## src/pkg/uvpa_regs.svh

```systemverilog
// timing and field constants for the eprom programmer controller
`ifndef UVPA_REGS_SVH
`define UVPA_REGS_SVH
`define UVPA_CLK_NS 20
`define UVPA_PULSE_US 100
`define UVPA_PULSE_CYC ((`UVPA_PULSE_US * 1000) / `UVPA_CLK_NS)
`define UVPA_MAX_PULSES 25
`define UVPA_SETUP_US 1
`define UVPA_SETUP_CYC ((`UVPA_SETUP_US * 1000 + `UVPA_CLK_NS - 1) / `UVPA_CLK_NS)
`define UVPA_VERIFY_NS 250
`define UVPA_VERIFY_CYC ((`UVPA_VERIFY_NS + `UVPA_CLK_NS - 1) / `UVPA_CLK_NS)
`define UVPA_READ_NS 120
`define UVPA_READ_CYC ((`UVPA_READ_NS + `UVPA_CLK_NS - 1) / `UVPA_CLK_NS)
`define UVPA_FLOAT_NS 30
`define UVPA_FLOAT_CYC ((`UVPA_FLOAT_NS + `UVPA_CLK_NS - 1) / `UVPA_CLK_NS)
`define UVPA_ERASED 8'hFF
`define UVPA_ID_ADDR 16'h0001
`endif

```

## src/pkg/uvpa_pkg.sv

```systemverilog
// types shared by the eprom programmer controller
package uvpa_pkg;
    typedef enum logic [1:0] {
        UVPA_CMD_READ = 2'h0,
        UVPA_CMD_PROG = 2'h1,
        UVPA_CMD_IDENT = 2'h2
    } uvpa_cmd_e;
    typedef struct packed {
        uvpa_cmd_e cmd;
        logic [15:0] addr;
        logic [7:0] data;
    } uvpa_req_s;
    typedef struct packed {
        logic [7:0] data;
        logic [7:0] id_maker;
        logic [7:0] id_device;
        logic fail;
        logic [4:0] pulses;
    } uvpa_rsp_s;
    typedef struct packed {
        logic [15:0] addr;
        logic id_high_voltage_address_line;
        logic select_and_program_strobe_n;
        logic output_gate_n;
        logic vpp_on;
        logic vcc_prog;
        logic [7:0] byte_lanes_out;
        logic byte_lanes_oe;
    } uvpa_pins_s;
endpackage : uvpa_pkg

```

## src/rtl/uvpa_ctrl.sv

```systemverilog
// programmer / reader controller driving a uv eprom through its pins
`timescale 1ns/1ns
`include "uvpa_regs.svh"
module uvpa_ctrl #(
    parameter int PULSE_CYC = `UVPA_PULSE_CYC,
    parameter int MAX_PULSES = `UVPA_MAX_PULSES
) (
    input wire logic sys_clk,
    input wire logic arst_n,
    input wire logic req_valid,
    input wire uvpa_pkg::uvpa_req_s req,
    output logic req_ready,
    output logic rsp_valid,
    output uvpa_pkg::uvpa_rsp_s rsp,
    output uvpa_pkg::uvpa_pins_s pins,
    input wire logic [7:0] byte_lanes_in
);
    import uvpa_pkg::*;

    // ----------------------------------------------------------------
    // state
    // ----------------------------------------------------------------
    typedef enum logic [3:0] {
        ST_IDLE = 4'h0,
        ST_RD_SETUP = 4'h1,
        ST_RD_WAIT = 4'h2,
        ST_FLOAT = 4'h3,
        ST_PWR_UP = 4'h4,
        ST_PG_SETUP = 4'h5,
        ST_PG_PULSE = 4'h6,
        ST_PG_HOLD = 4'h7,
        ST_VF_WAIT = 4'h8,
        ST_PWR_DN = 4'h9,
        ST_DONE = 4'hA
    } uvpa_st_e;

    uvpa_st_e st;
    uvpa_st_e next_st;
    uvpa_req_s cur;
    uvpa_pins_s next_pins;
    logic [4:0] pulses;
    logic fail;
    logic id_phase;
    logic tmr_load;
    logic [12:0] tmr_count;
    logic tmr_done;
    logic smp_we;
    logic [7:0] smp0;
    logic [7:0] smp1;

    function automatic logic [12:0] cyc(input int n);
        cyc = n[12:0];
    endfunction : cyc

    // ----------------------------------------------------------------
    // decode
    // ----------------------------------------------------------------
    // a request is taken only while ready is shown, also right after reset
    wire take = req_valid && req_ready;
    wire verify_ok = (byte_lanes_in == cur.data);
    wire give_up = (pulses == MAX_PULSES[4:0]);
    wire is_prog = (cur.cmd == UVPA_CMD_PROG);
    wire is_id = (cur.cmd == UVPA_CMD_IDENT);
    wire [15:0] id_addr = id_phase ? `UVPA_ID_ADDR : 16'h0000;

    uvpa_timer #(.W(13)) u_tmr (
        .sys_clk(sys_clk),
        .arst_n(arst_n),
        .load(tmr_load),
        .count(tmr_count),
        .done(tmr_done)
    );

    uvpa_sample u_smp (
        .sys_clk(sys_clk),
        .arst_n(arst_n),
        .we(smp_we),
        .sel(id_phase),
        .wdata(byte_lanes_in),
        .rdata0(smp0),
        .rdata1(smp1)
    );

    // ----------------------------------------------------------------
    // next state and pin levels
    // ----------------------------------------------------------------
    always_comb begin
        next_st = st;
        next_pins = pins;
        tmr_load = 1'b0;
        tmr_count = 13'h0000;
        smp_we = 1'b0;
        case (st)
            ST_IDLE: begin
                next_pins.select_and_program_strobe_n = 1'b1;
                next_pins.output_gate_n = 1'b1;
                next_pins.byte_lanes_oe = 1'b0;
                if (take) begin
                    tmr_load = 1'b1;
                    if (req.cmd == UVPA_CMD_PROG) begin
                        next_pins.vcc_prog = 1'b1;
                        tmr_count = cyc(`UVPA_SETUP_CYC);
                        next_st = ST_PWR_UP;
                    end else begin
                        next_pins.addr = (req.cmd == UVPA_CMD_IDENT) ?
                            16'h0000 : req.addr;
                        next_pins.id_high_voltage_address_line =
                            (req.cmd == UVPA_CMD_IDENT);
                        next_pins.select_and_program_strobe_n = 1'b0;
                        next_pins.output_gate_n = 1'b0;
                        tmr_count = cyc(`UVPA_READ_CYC);
                        next_st = ST_RD_WAIT;
                    end
                end
            end
            ST_RD_SETUP: begin
                // second identification byte: code select high
                next_pins.addr = id_addr;
                next_pins.select_and_program_strobe_n = 1'b0;
                next_pins.output_gate_n = 1'b0;
                tmr_load = 1'b1;
                tmr_count = cyc(`UVPA_READ_CYC);
                next_st = ST_RD_WAIT;
            end
            ST_RD_WAIT: begin
                if (tmr_done) begin
                    smp_we = 1'b1;
                    next_pins.output_gate_n = 1'b1;
                    next_pins.select_and_program_strobe_n = 1'b1;
                    tmr_load = 1'b1;
                    tmr_count = cyc(`UVPA_FLOAT_CYC);
                    next_st = ST_FLOAT;
                end
            end
            ST_FLOAT: begin
                if (tmr_done) begin
                    if (is_id && !id_phase) begin
                        next_st = ST_RD_SETUP;
                    end else begin
                        next_pins.id_high_voltage_address_line = 1'b0;
                        next_st = ST_DONE;
                    end
                end
            end
            ST_PWR_UP: begin
                if (tmr_done) begin
                    next_pins.vpp_on = 1'b1;
                    next_pins.addr = cur.addr;
                    next_pins.byte_lanes_out = cur.data;
                    next_pins.byte_lanes_oe = 1'b1;
                    tmr_load = 1'b1;
                    tmr_count = cyc(`UVPA_SETUP_CYC);
                    next_st = ST_PG_SETUP;
                end
            end
            ST_PG_SETUP: begin
                if (tmr_done) begin
                    next_pins.select_and_program_strobe_n = 1'b0;
                    tmr_load = 1'b1;
                    // timer ends one cycle after its load value
                    tmr_count = cyc(PULSE_CYC - 1);
                    next_st = ST_PG_PULSE;
                end
            end
            ST_PG_PULSE: begin
                if (tmr_done) begin
                    next_pins.select_and_program_strobe_n = 1'b1;
                    tmr_load = 1'b1;
                    tmr_count = cyc(`UVPA_SETUP_CYC);
                    next_st = ST_PG_HOLD;
                end
            end
            ST_PG_HOLD: begin
                // data hold, then drop program voltage and release lanes
                if (tmr_done) begin
                    next_pins.vpp_on = 1'b0;
                    next_pins.byte_lanes_oe = 1'b0;
                    next_pins.output_gate_n = 1'b0;
                    next_pins.select_and_program_strobe_n = 1'b0;
                    tmr_load = 1'b1;
                    tmr_count = cyc(`UVPA_VERIFY_CYC);
                    next_st = ST_VF_WAIT;
                end
            end
            ST_VF_WAIT: begin
                if (tmr_done) begin
                    smp_we = 1'b1;
                    next_pins.output_gate_n = 1'b1;
                    next_pins.select_and_program_strobe_n = 1'b1;
                    tmr_load = 1'b1;
                    tmr_count = cyc(`UVPA_SETUP_CYC);
                    if (verify_ok || give_up) begin
                        next_st = ST_PWR_DN;
                    end else begin
                        next_st = ST_PWR_UP;
                    end
                end
            end
            ST_PWR_DN: begin
                if (tmr_done) begin
                    next_pins.vcc_prog = 1'b0;
                    next_st = ST_DONE;
                end
            end
            ST_DONE: begin
                next_st = ST_IDLE;
            end
            default: begin
                next_st = ST_IDLE;
            end
        endcase
    end

    // ----------------------------------------------------------------
    // registers
    // ----------------------------------------------------------------
    always_ff @(posedge sys_clk or negedge arst_n) begin
        if (!arst_n) begin
            st <= ST_IDLE;
            pins <= '{addr: 16'h0000, id_high_voltage_address_line: 1'b0,
                select_and_program_strobe_n: 1'b1, output_gate_n: 1'b1,
                vpp_on: 1'b0, vcc_prog: 1'b0, byte_lanes_out: 8'h00,
                byte_lanes_oe: 1'b0};
        end else begin
            st <= next_st;
            pins <= next_pins;
        end
    end

    always_ff @(posedge sys_clk or negedge arst_n) begin
        if (!arst_n) begin
            cur <= '0;
            pulses <= 5'h00;
            fail <= 1'b0;
            id_phase <= 1'b0;
        end else if (st == ST_IDLE && take) begin
            cur <= req;
            pulses <= 5'h00;
            fail <= 1'b0;
            id_phase <= 1'b0;
        end else if (st == ST_FLOAT && tmr_done && is_id) begin
            id_phase <= 1'b1;
        end else if (st == ST_PG_SETUP && tmr_done) begin
            pulses <= pulses + 5'h01;
        end else if (st == ST_VF_WAIT && tmr_done) begin
            fail <= !verify_ok && give_up;
        end
    end

    // ----------------------------------------------------------------
    // response
    // ----------------------------------------------------------------
    always_ff @(posedge sys_clk or negedge arst_n) begin
        if (!arst_n) begin
            req_ready <= 1'b0;
            rsp_valid <= 1'b0;
            rsp <= '0;
        end else begin
            req_ready <= (next_st == ST_IDLE);
            rsp_valid <= (st == ST_DONE);
            if (st == ST_DONE) begin
                rsp.data <= smp0;
                rsp.id_maker <= is_id ? smp0 : 8'h00;
                rsp.id_device <= is_id ? smp1 : 8'h00;
                rsp.fail <= fail;
                rsp.pulses <= pulses;
            end
        end
    end
endmodule : uvpa_ctrl

```

## src/rtl/uvpa_sample.sv

```systemverilog
// capture register for data read back from the byte lanes
`timescale 1ns/1ns
module uvpa_sample (
    input wire logic sys_clk,
    input wire logic arst_n,
    input wire logic we,
    input wire logic sel,
    input wire logic [7:0] wdata,
    output logic [7:0] rdata0,
    output logic [7:0] rdata1
);
    always_ff @(posedge sys_clk or negedge arst_n) begin
        if (!arst_n) begin
            rdata0 <= 8'h00;
            rdata1 <= 8'h00;
        end else if (we && !sel) begin
            rdata0 <= wdata;
        end else if (we && sel) begin
            rdata1 <= wdata;
        end
    end
endmodule : uvpa_sample

```

## src/rtl/uvpa_timer.sv

```systemverilog
// down counter for pin timing
`timescale 1ns/1ns
module uvpa_timer #(
    parameter int W = 13
) (
    input wire logic sys_clk,
    input wire logic arst_n,
    input wire logic load,
    input wire logic [W-1:0] count,
    output logic done
);
    logic [W-1:0] cnt;
    assign done = (cnt == '0);
    always_ff @(posedge sys_clk or negedge arst_n) begin
        if (!arst_n) begin
            cnt <= '0;
        end else if (load) begin
            cnt <= count;
        end else if (!done) begin
            cnt <= cnt - 1'b1;
        end
    end
endmodule : uvpa_timer

```

## config.mk

```make
export PLATFORM = sky130hd
export DESIGN_NAME = uvpa_ctrl
export DESIGN_NICKNAME = d
export VERILOG_FILES = /design/src/pkg/uvpa_pkg.sv /design/src/rtl/uvpa_ctrl.sv /design/src/rtl/uvpa_sample.sv /design/src/rtl/uvpa_timer.sv
export VERILOG_INCLUDE_DIRS = /design/src /design/src/pkg
export SDC_FILE = /design/constraint.sdc
export NUM_CORES = 1
export LEC_CHECK = 0
export BUFFER_PORTS_ARGS = -buffer_cell sky130_fd_sc_hd__buf_4
export CAP_MARGIN = 0
export CORE_MARGIN = 10
export CORE_UTILIZATION = 56
export DETAILED_ROUTE_END_ITERATION = 16
export GPL_TIMING_DRIVEN = 0
export PLACE_DENSITY = 0.79
export SLEW_MARGIN = 30
export SYNTH_ARGS = -nofsm -noshare
export SYNTH_HDL_FRONTEND = slang
export SYNTH_SLANG_ARGS = --single-unit
```

## constraint.sdc

```tcl
create_clock -name sys_clk -period 2.5 [get_ports sys_clk]
set_input_delay 0 -clock sys_clk [delete_from_list [all_inputs] [get_ports sys_clk]]
set_output_delay 0 -clock sys_clk [all_outputs]
set_load 0.02 [all_outputs]
```

Word-level counts from Yosys, hierarchy flattened
Index checks and enable logic that the tools add are counted.
- $add $sub $neg: 2
- equal/unequal tests: 29
- mux-type cells: 58
- bitwise operators: 1
- reductions and logical operators: 40
- operators with widths (cell ; count):
    one-hot mux 13 bit (6 select lines) ; 1
    two-way mux 4 bit ; 12
    one-hot mux 16 bit (3 select lines) ; 1
    one-hot mux 4 bit (10 select lines) ; 1
    two-way mux 13 bit ; 3
    two-way mux 19 bit ; 2
    two-way mux 16 bit ; 2
    inequality test 2 bit, second input constant ; 13
    two-way mux 6 bit ; 3
    two-way mux 1 bit ; 17
    equality test 4 x 3 -> 1 bit, second input constant ; 4
    two-way mux 8 bit ; 2
    two-way mux 5 bit ; 3
    logical NOT 13 bit ; 1
    subtractor 13 x 1 -> 13 bit, second input constant ; 1
    equality test 4 bit, second input constant ; 3
    AND reduction 3 bit ; 4
    nonzero test 2 bit ; 6
    logical AND 1 bit ; 10
    AND reduction 5 bit ; 2
    equality test 4 x 2 -> 1 bit, second input constant ; 2
    equality test 8 bit ; 1
    logical NOT 4 bit ; 2
    AND reduction 4 bit ; 2
    22 further kinds ; 32
- flip-flop bits (word level): 128
- input bits: 37
- output and inout bits: 62

Depth between registers and ports, before layout
Gate-level depths: netlist (run 1).
- depth after elaboration: 7
- gate-level depth with buffers: 9
- depth with buffers taken out: 7

Cells and area by module
Synthesis (run 1) repeated with hierarchy kept, for this count alone.
- cells, all modules: 533
- area total of the unflattened synthesis: 5994.5 sq um
- by module, submodules not included (module ; times used ; cells an instance ; area each (sq um) ; sequential area each (sq um)):
    uvpa_ctrl ; 1 ; 416 ; 4585.6 ; 2479.9
    uvpa_timer ; 1 ; 82 ; 767.0 ; 325.3
    uvpa_sample ; 1 ; 35 ; 641.9 ; 400.4

Least setup slack after synthesis (run 1)
No wires, ideal clock.
- path type: register to register
- start: register u_tmr.cnt[0]
- end: register pins[19] in the netlist's numbering
- setup time: 0.127 ns
- arrival time: 2.122 ns
- setup slack: 0.251 ns
- stages on the path, launching flop included: 10
- path through: dfrtp_1 > inv_1 > ha_1 > nor3b_2 > and4b_1 > buf_4 > nand3_2 > a21boi_4 > buf_6 > mux2_1
- longest elaborated chain between the ends: 3
- ends and longest elaborated chain (what ; line ; RTL):
    from (decl) ; uvpa_timer.sv:12 ; logic [W-1:0] cnt;
    from (signal assigned) ; uvpa_timer.sv:18 ; cnt <= count;
    from (signal assigned) ; uvpa_timer.sv:20 ; cnt <= cnt - 1'b1;
    logical NOT 13 bit ; uvpa_timer.sv:13 ; assign done = (cnt == '0);
    inequality test 2 bit (no source line) ; n/a ;
    AND reduction 4 bit (no source line) ; n/a ;
    to (signal assigned) ; uvpa_ctrl.sv:220 ; pins <= '{addr: 16'h0000, id_high_voltage_address_line: 1'b0,
    to (signal assigned) ; uvpa_ctrl.sv:226 ; pins <= next_pins;
    to (decl) ; uvpa_ctrl.sv:15 ; output uvpa_pkg::uvpa_pins_s pins,
Every way passes these cells.
A chain may end at the register's enable or synchronous reset.

Worst setup path after layout (run 1)
- start: register u_tmr.cnt[0]
- end: register pins[15] in the netlist's numbering
Same word-level chain as after synthesis.

==> results.yml, run 1 <==
timing:
  finalCritPeriodShare: 0.968
  final-hold-violation-count: 0
  period_needed_ps: 2420
  rsz0062_at_grt: "yes"
  slew_viol_final: 0
  fin_setup_tns_ps: 0
  worst_slew_pin_slew_ps: 697
  max_freq_ghz: 0.413
  skew_ps: 6.65
  slew_headroom: 0.533
  setup_viol: 0
critical_path:
  cp-start-kind: "register"
  path_class: "register to register"
  cp-end-kind: "register"
  timing.rr.end: "pins[15]$_DFFE_PN0P_"
  regToRegSetupSlack_ps: 80
  rr_worst_depth: 9
  worstPathRequired_ps: 2900
  critPathMaxFanout: 10
  arrival_ps: 2810
  regToRegStartpoint: "u_tmr.cnt[0]$_DFFE_PN0P_"
yosys:
  syn_avg_cell_area_sq_um: 11.7
  synth.distinct_cells: 63
  yosysSeqAreaShare: 0.538
  synth_top_area_frac: 0.529
  synth.area.top_cells: "dfrtp_1, mux2_2, nand2_1"
  synth_area_sq_um: 5960
  synth_ff_type: "dfrtp_1"
  synth-seq-cells: 128
  ys_async_sr_fraction: 1.00
  syn_inst: 508
  synth_edf_count: 0
  yosys_warnings: 0
  yosysTopAreaCell: "dfrtp_1"
  syn_nets: 548
routing:
  wl_microns: 16100
  drtPass1Iterations: 5
  num_vias: 4749
  via_per_inst: 5.84
  dr.first_iter.drc_count: 484
  ant_nets: 0
  wl_per_cell_microns: 19.8
  drc: 0
cts:
  clock_path_buffers: 2
  cts_buffers: 17
  root_buffer: "clkbuf_8"
  tritoncts: "done"
  cts_max_level: 4
  numClockSinks: 128
  clk_pin_slew_ps: 60
  clock_latency_ps: 510
finish:
  diodes: 0
  layout_commonest_cell: "dfrtp_1"
  multiInputGateArea_sq_um: 2590
  mostFrequentLayoutCells: "dfrtp_1, buf_4, mux2_2"
  nets: 704
  final_cells: 813
  fillCellCount: 639
  final-seq-area_sq_um: 3210
  drive_above_1_share: 0.350
  area_growth_pct: 33.6
  fin_util: 0.768
global_route:
  grt_pass1_wl_microns: 26100
  antenna_found_initial: 0
  grt_usage: 0.217
  grt_max_degree: 82
  grt_pass1_vias: 5010
  grt_overflow: 0
flow_run:
  drv_cap: 0
power_and_ir_drop:
  pwr-share-seq: 0.406
  p_leak_nw: 3.79
  switchingPower_mw: 2.46
  power_density_nw_per_um2: 945
  p_sw_frac: 0.326
  ir_drop_v: 0.000654
  pwr-share-comb: 0.252
  p_int_mw: 5.07
  p_clk_frac: 0.342
  power_mw: 7.52
floorplanning:
  die_x_microns: 123
  core_area_sq_um: 10400
  start_util: 0.575
  chipHeight_microns: 123
  die_area_sq_um: 15200
  io_pins: 99
  rows: 37
worst_hold_path:
  min_path_type: "primary input to async pin"
placed_design:
  portBuffers: 98
  dp_hpwl_microns: 10800
  gp_congestion: 0.876
  dp.cells: 743
status:
  status: "finished clean"
==> timing repair <==
| item | CTS | global route |
|---|---|---|
| resized for setup | 4 | 6 |
| pin swaps | 1 | 1 |
| hold buffers | 36 | 0 |
| hold endpoints to repair | 187 | 0 |
| endpoints found under the setup margin | 12 | 11 |
| setup buffers | 1 | 1 |
| cloned | 0 | 0 |
==> how the worst max path moves through the flow <==
stage                                         from              endpoint  slack, ps  depth (start not counted)
after detailed placement  u_tmr.cnt[0]$_DFFE_PN0P_   req_ready$_DFF_PN0_       -170                          9
final                     u_tmr.cnt[0]$_DFFE_PN0P_  pins[15]$_DFFE_PN0P_         80                          9
after global placement    u_tmr.cnt[0]$_DFFE_PN0P_   req_ready$_DFF_PN0_       -100                          9
after global routing      u_tmr.cnt[0]$_DFFE_PN0P_  pins[21]$_DFFE_PN0P_         -5                          9
after CTS                          st[3]$_DFF_PN0_   pins[3]$_DFFE_PN0P_          8                          6
after floorplan           u_tmr.cnt[0]$_DFFE_PN0P_  pins[19]$_DFFE_PN0P_        250                          9
==> final cells by class <==
| type | count | area share |
|---|---|---|
| clock inverters | 15 | 0.0244 |
| clock buffers | 17 | 0.0520 |
| flip-flops and latches | 128 | 0.403 |
| well taps | 136 | 0.0214 |
| multi-input cells | 340 | 0.326 |
| repair buffers | 137 | 0.146 |
| plain buffers | 32 | 0.0240 |
| inverters | 8 | 0.00377 |
==> registers in the layout, summed over array words and instances (netlist names) <==
| signal | count |
|---|---|
| u_tmr.cnt | 13 |
| id_phase | 1 |
| cur | 26 |
| u_smp.rdata1 | 8 |
| st | 4 |
| u_smp.rdata0 | 8 |
| rsp | 30 |
| req_ready | 1 |
| fail | 1 |
| pulses | 5 |
| rsp_valid | 1 |
| pins | 30 |
==> stage by stage <==
step	hold WS, ps	setup slack, ps	instance area, sq um
CTS	5.93	8.15	7920
finish	26.1	80.8	7960
floorplan	-296	251	5960
global placement	236	-100	6870
global route	33.4	-5.30	7960
detailed placement	-77.2	-171	6910
==> synthesized netlist by cell type (all sizes together) (2+ instances only) <==
master	count
dfrtp	126
nand2b	6
clkbuf	23
a21oi	15
a2bb2oi	4
a22o	16
xor2	12
nand3	18
o31ai	4
and2	5
a211o	3
nor3	9
and4b	2
o31a	2
nor2b	3
buf	9
ha	3
a21boi	2
or3	6
mux2	79
dfstp	2
nor2	18
or4	2
a221oi	3
nand3b	2
o21ai	35
nand2	49
or3b	2
xnor2	7
nor4	8
a31oi	5
inv	8
==> power groups by stage <==
stage | Combinational (mW) | Sequential, mW | Clock (mW)
after detailed placement | 1.78 | 3.06 | 0
final | 1.89 | 3.06 | 2.57
after global routing | 2.07 | 3.13 | 2.68
after CTS | 1.87 | 3.04 | 2.58
after floorplan | 1.14 | 3.07 | 0
after global placement | 1.71 | 3.02 | 0
==> kinds of logic after synthesis <==
family | Yosys count | synth area share
AOI/OAI and AO/OA | 101 | 0.115
xor gates and xnor gates | 19 | 0.0279
adders and majority gates | 3 | 0.00630
buffers and inverters | 40 | 0.0367
DFF | 128 | 0.538
muxes | 79 | 0.149
and+or+nand+nor | 138 | 0.127
==> worst max-delay path: stages, from the launching register on <==
cell	delay, ps
dfrtp_1	410
inv_1	90
ha_1	210
nor3b_4	320
and4b_1	230
buf_4	200
nand3_2	120
a21boi_4	180
buf_4	180
mux2_2	350
==> metal layers <==
layer,vias up,GRT usage,part of all wire
li1,2156,-,-
met4,0,0.0750,0.015
met2,175,0.366,0.52
met3,26,0.0679,0.075
met1,2392,0.258,0.39
met5,-,0,0
No activity file was read; power rests on OpenSTA's default activity.
==> run 2, diff against run 1 <==
--- a/config.mk
+++ b/config.mk
@@ -6,13 +6,13 @@
 export SDC_FILE = /design/constraint.sdc
 export NUM_CORES = 1
 export LEC_CHECK = 0
-export BUFFER_PORTS_ARGS = -buffer_cell sky130_fd_sc_hd__buf_4
 export CAP_MARGIN = 0
 export CORE_MARGIN = 10
-export CORE_UTILIZATION = 56
+export CORE_UTILIZATION = 60
 export DETAILED_ROUTE_END_ITERATION = 16
+export DONT_BUFFER_PORTS = 1
 export GPL_TIMING_DRIVEN = 0
-export PLACE_DENSITY = 0.79
+export PLACE_DENSITY = 0.76
 export SLEW_MARGIN = 30
 export SYNTH_ARGS = -nofsm -noshare
 export SYNTH_HDL_FRONTEND = slang
==> results.yml, run 2 (synthesis results as in run 1) <==
timing:
  worst_slew_pin_slew_ps: 680
  finalCritPeriodShare: 0.967
  setup_slack_ps: 82.6
  setup_viol: 0
  hold_slack_ps: -839
  slew_viol_final: 0
  max_freq_ghz: 0.414
  final-hold-violation-count: 128
  skew_ps: 8.52
  slew_headroom: 0.545
  period_needed_ps: 2420
  fin_setup_tns_ps: 0
placed_design:
  portBuffers: 0
  place_ws_ps: -176
  dp_hpwl_microns: 9760
  gp_congestion: 0.907
cts:
  numClockSinks: 128
  clock_path_buffers: 2
  clk_pin_slew_ps: 60
  holdBufCountCts: 35
  tritoncts: "done"
  cts_max_level: 4
  clock_latency_ps: 530
  cts_buffers: 17
  root_buffer: "clkbuf_8"
critical_path:
  cp-start-kind: "register"
  cp-end-kind: "register"
  timing.rr.end: "pins[29]$_DFFE_PN0P_"
  regToRegStartpoint: "u_tmr.cnt[1]$_DFFE_PN0P_"
  critPathMaxFanout: 10
  worstPathRequired_ps: 2920
  arrival_ps: 2840
  rr_worst_depth: 9
  path_class: "register to register"
  regToRegSetupSlack_ps: 80
global_route:
  grt_pass1_vias: 4548
  grt_max_degree: 129
  grt_overflow: 0
  grt_pass1_wl_microns: 24000
  grt_usage: 0.207
  antenna_found_initial: 1
floorplanning:
  die_area_sq_um: 14300
  core_area_sq_um: 9730
  rows: 36
  start_util: 0.613
  chipHeight_microns: 120
  die_x_microns: 120
  io_pins: 99
routing:
  num_vias: 4369
  wl_per_cell_microns: 21.2
  via_per_inst: 6.10
  dr.first_iter.drc_count: 430
  ant_nets: 0
  wl_microns: 15200
  drc: 0
  drtPass1Iterations: 5
finish:
  reg.largest.list: "pins x30, rsp x30, cur x26"
  nets: 610
  mostFrequentLayoutCells: "dfrtp_1, mux2_2, nand2_1"
  drive_above_1_share: 0.246
  fillCellCount: 638
  area_growth_pct: 20.7
  layout_commonest_cell: "dfrtp_1"
status:
  status: "finished with violations"
  violations: "hold timing"
flow_run:
  drv_cap: 0
worst_hold_path:
  min_path_type: "primary input to async pin"
power_and_ir_drop:
  power_mw: 7.15
  power_density_nw_per_um2: 994
  ir_drop_v: 0.000697
  p_leak_nw: 3.26
## run 2: cell types whose count changed in the layout (fill, tap and decap cells not counted), sizes merged
cell / delta
buf: -95
inv: -5
clkinvlp: +4
clkbuf: +2
bufinv: -1
diode: +1
## run 2: critical path: stages (launching register included)
cell and delay, ps:
dfrtp_1 410, inv_1 110, ha_4 160, nor3b_4 290, and4b_1 260, buf_6 160
nand3_2 110, a21boi_4 280, buf_4 190, mux2_2 340
## run 2: worst max path at each step
stage	from	end	slack, ps	cells after the start
after detailed placement	req_ready$_DFF_PN0_	pins[27]$_DFFE_PN0P_	-180	6
after CTS	st[3]$_DFF_PN0_	pins[6]$_DFFE_PN0P_	70	6
after floorplan	u_tmr.cnt[0]$_DFFE_PN0P_	pins[19]$_DFFE_PN0P_	250	9
final	u_tmr.cnt[1]$_DFFE_PN0P_	pins[29]$_DFFE_PN0P_	80	9
after global routing	u_tmr.cnt[0]$_DFFE_PN0P_	pins[25]$_DFFE_PN0P_	-4	9
after global placement	req_ready$_DFF_PN0_	pins[24]$_DFFE_PN0P_	-120	6
## run 2: what timing repair did
item / 4_1_cts / 5_1_grt
cloned: 0 / 1
gates resized for setup: 3 / 11
endpoints found under the setup margin: 11 / 49
endpoints found under the hold margin: 192 / 128
buffers inserted: 2 / 5
pin swaps: 1 / 3
## run 2: where the power goes
group | switching [mW] | leakage [nW] | internal, mW | total (mW)
Clock | 0.967 | 0.273 | 1.46 | 2.43
Combinational | 0.749 | 1.32 | 0.771 | 1.52
Sequential | 0.602 | 1.67 | 2.60 | 3.21
Total | 2.32 | 3.26 | 4.83 | 7.15
## run 2: final cells by class
class	count	area, sq um	share of cell area
flip-flops and latches	128	3210	0.445
multi-input cells	340	2580	0.359
clock buffers	18	428	0.0595
repair buffers	43	428	0.0595
plain buffers	32	199	0.0276
well taps	133	166	0.0231
clock inverters	13	154	0.0214
inverters	8	30.0	0.00417
diodes	1	2.50	0.000348
## run 2: through the flow
stage / util / cells / hold WS, ps / instance area, sq um
4_1_cts: 0.730 / 709 / -847 / 7100
3_3_place_gp: 0.630 / 641 / -288 / 6130
6_report: 0.740 / 716 / -839 / 7200
3_5_place_dp: 0.631 / 641 / -287 / 6130
2_1_floorplan: - / 508 / -296 / 5960
5_1_grt: 0.740 / 716 / -856 / 7200
## run 2: per-layer routing
| layer | GRT usage | wire (microns) |
|---|---|---|
| met5 | 0 | 0 |
| met3 | 0.0877 | 1470 |
| met2 | 0.332 | 7510 |
| met4 | 0.0732 | 244 |
| met1 | 0.246 | 5950 |
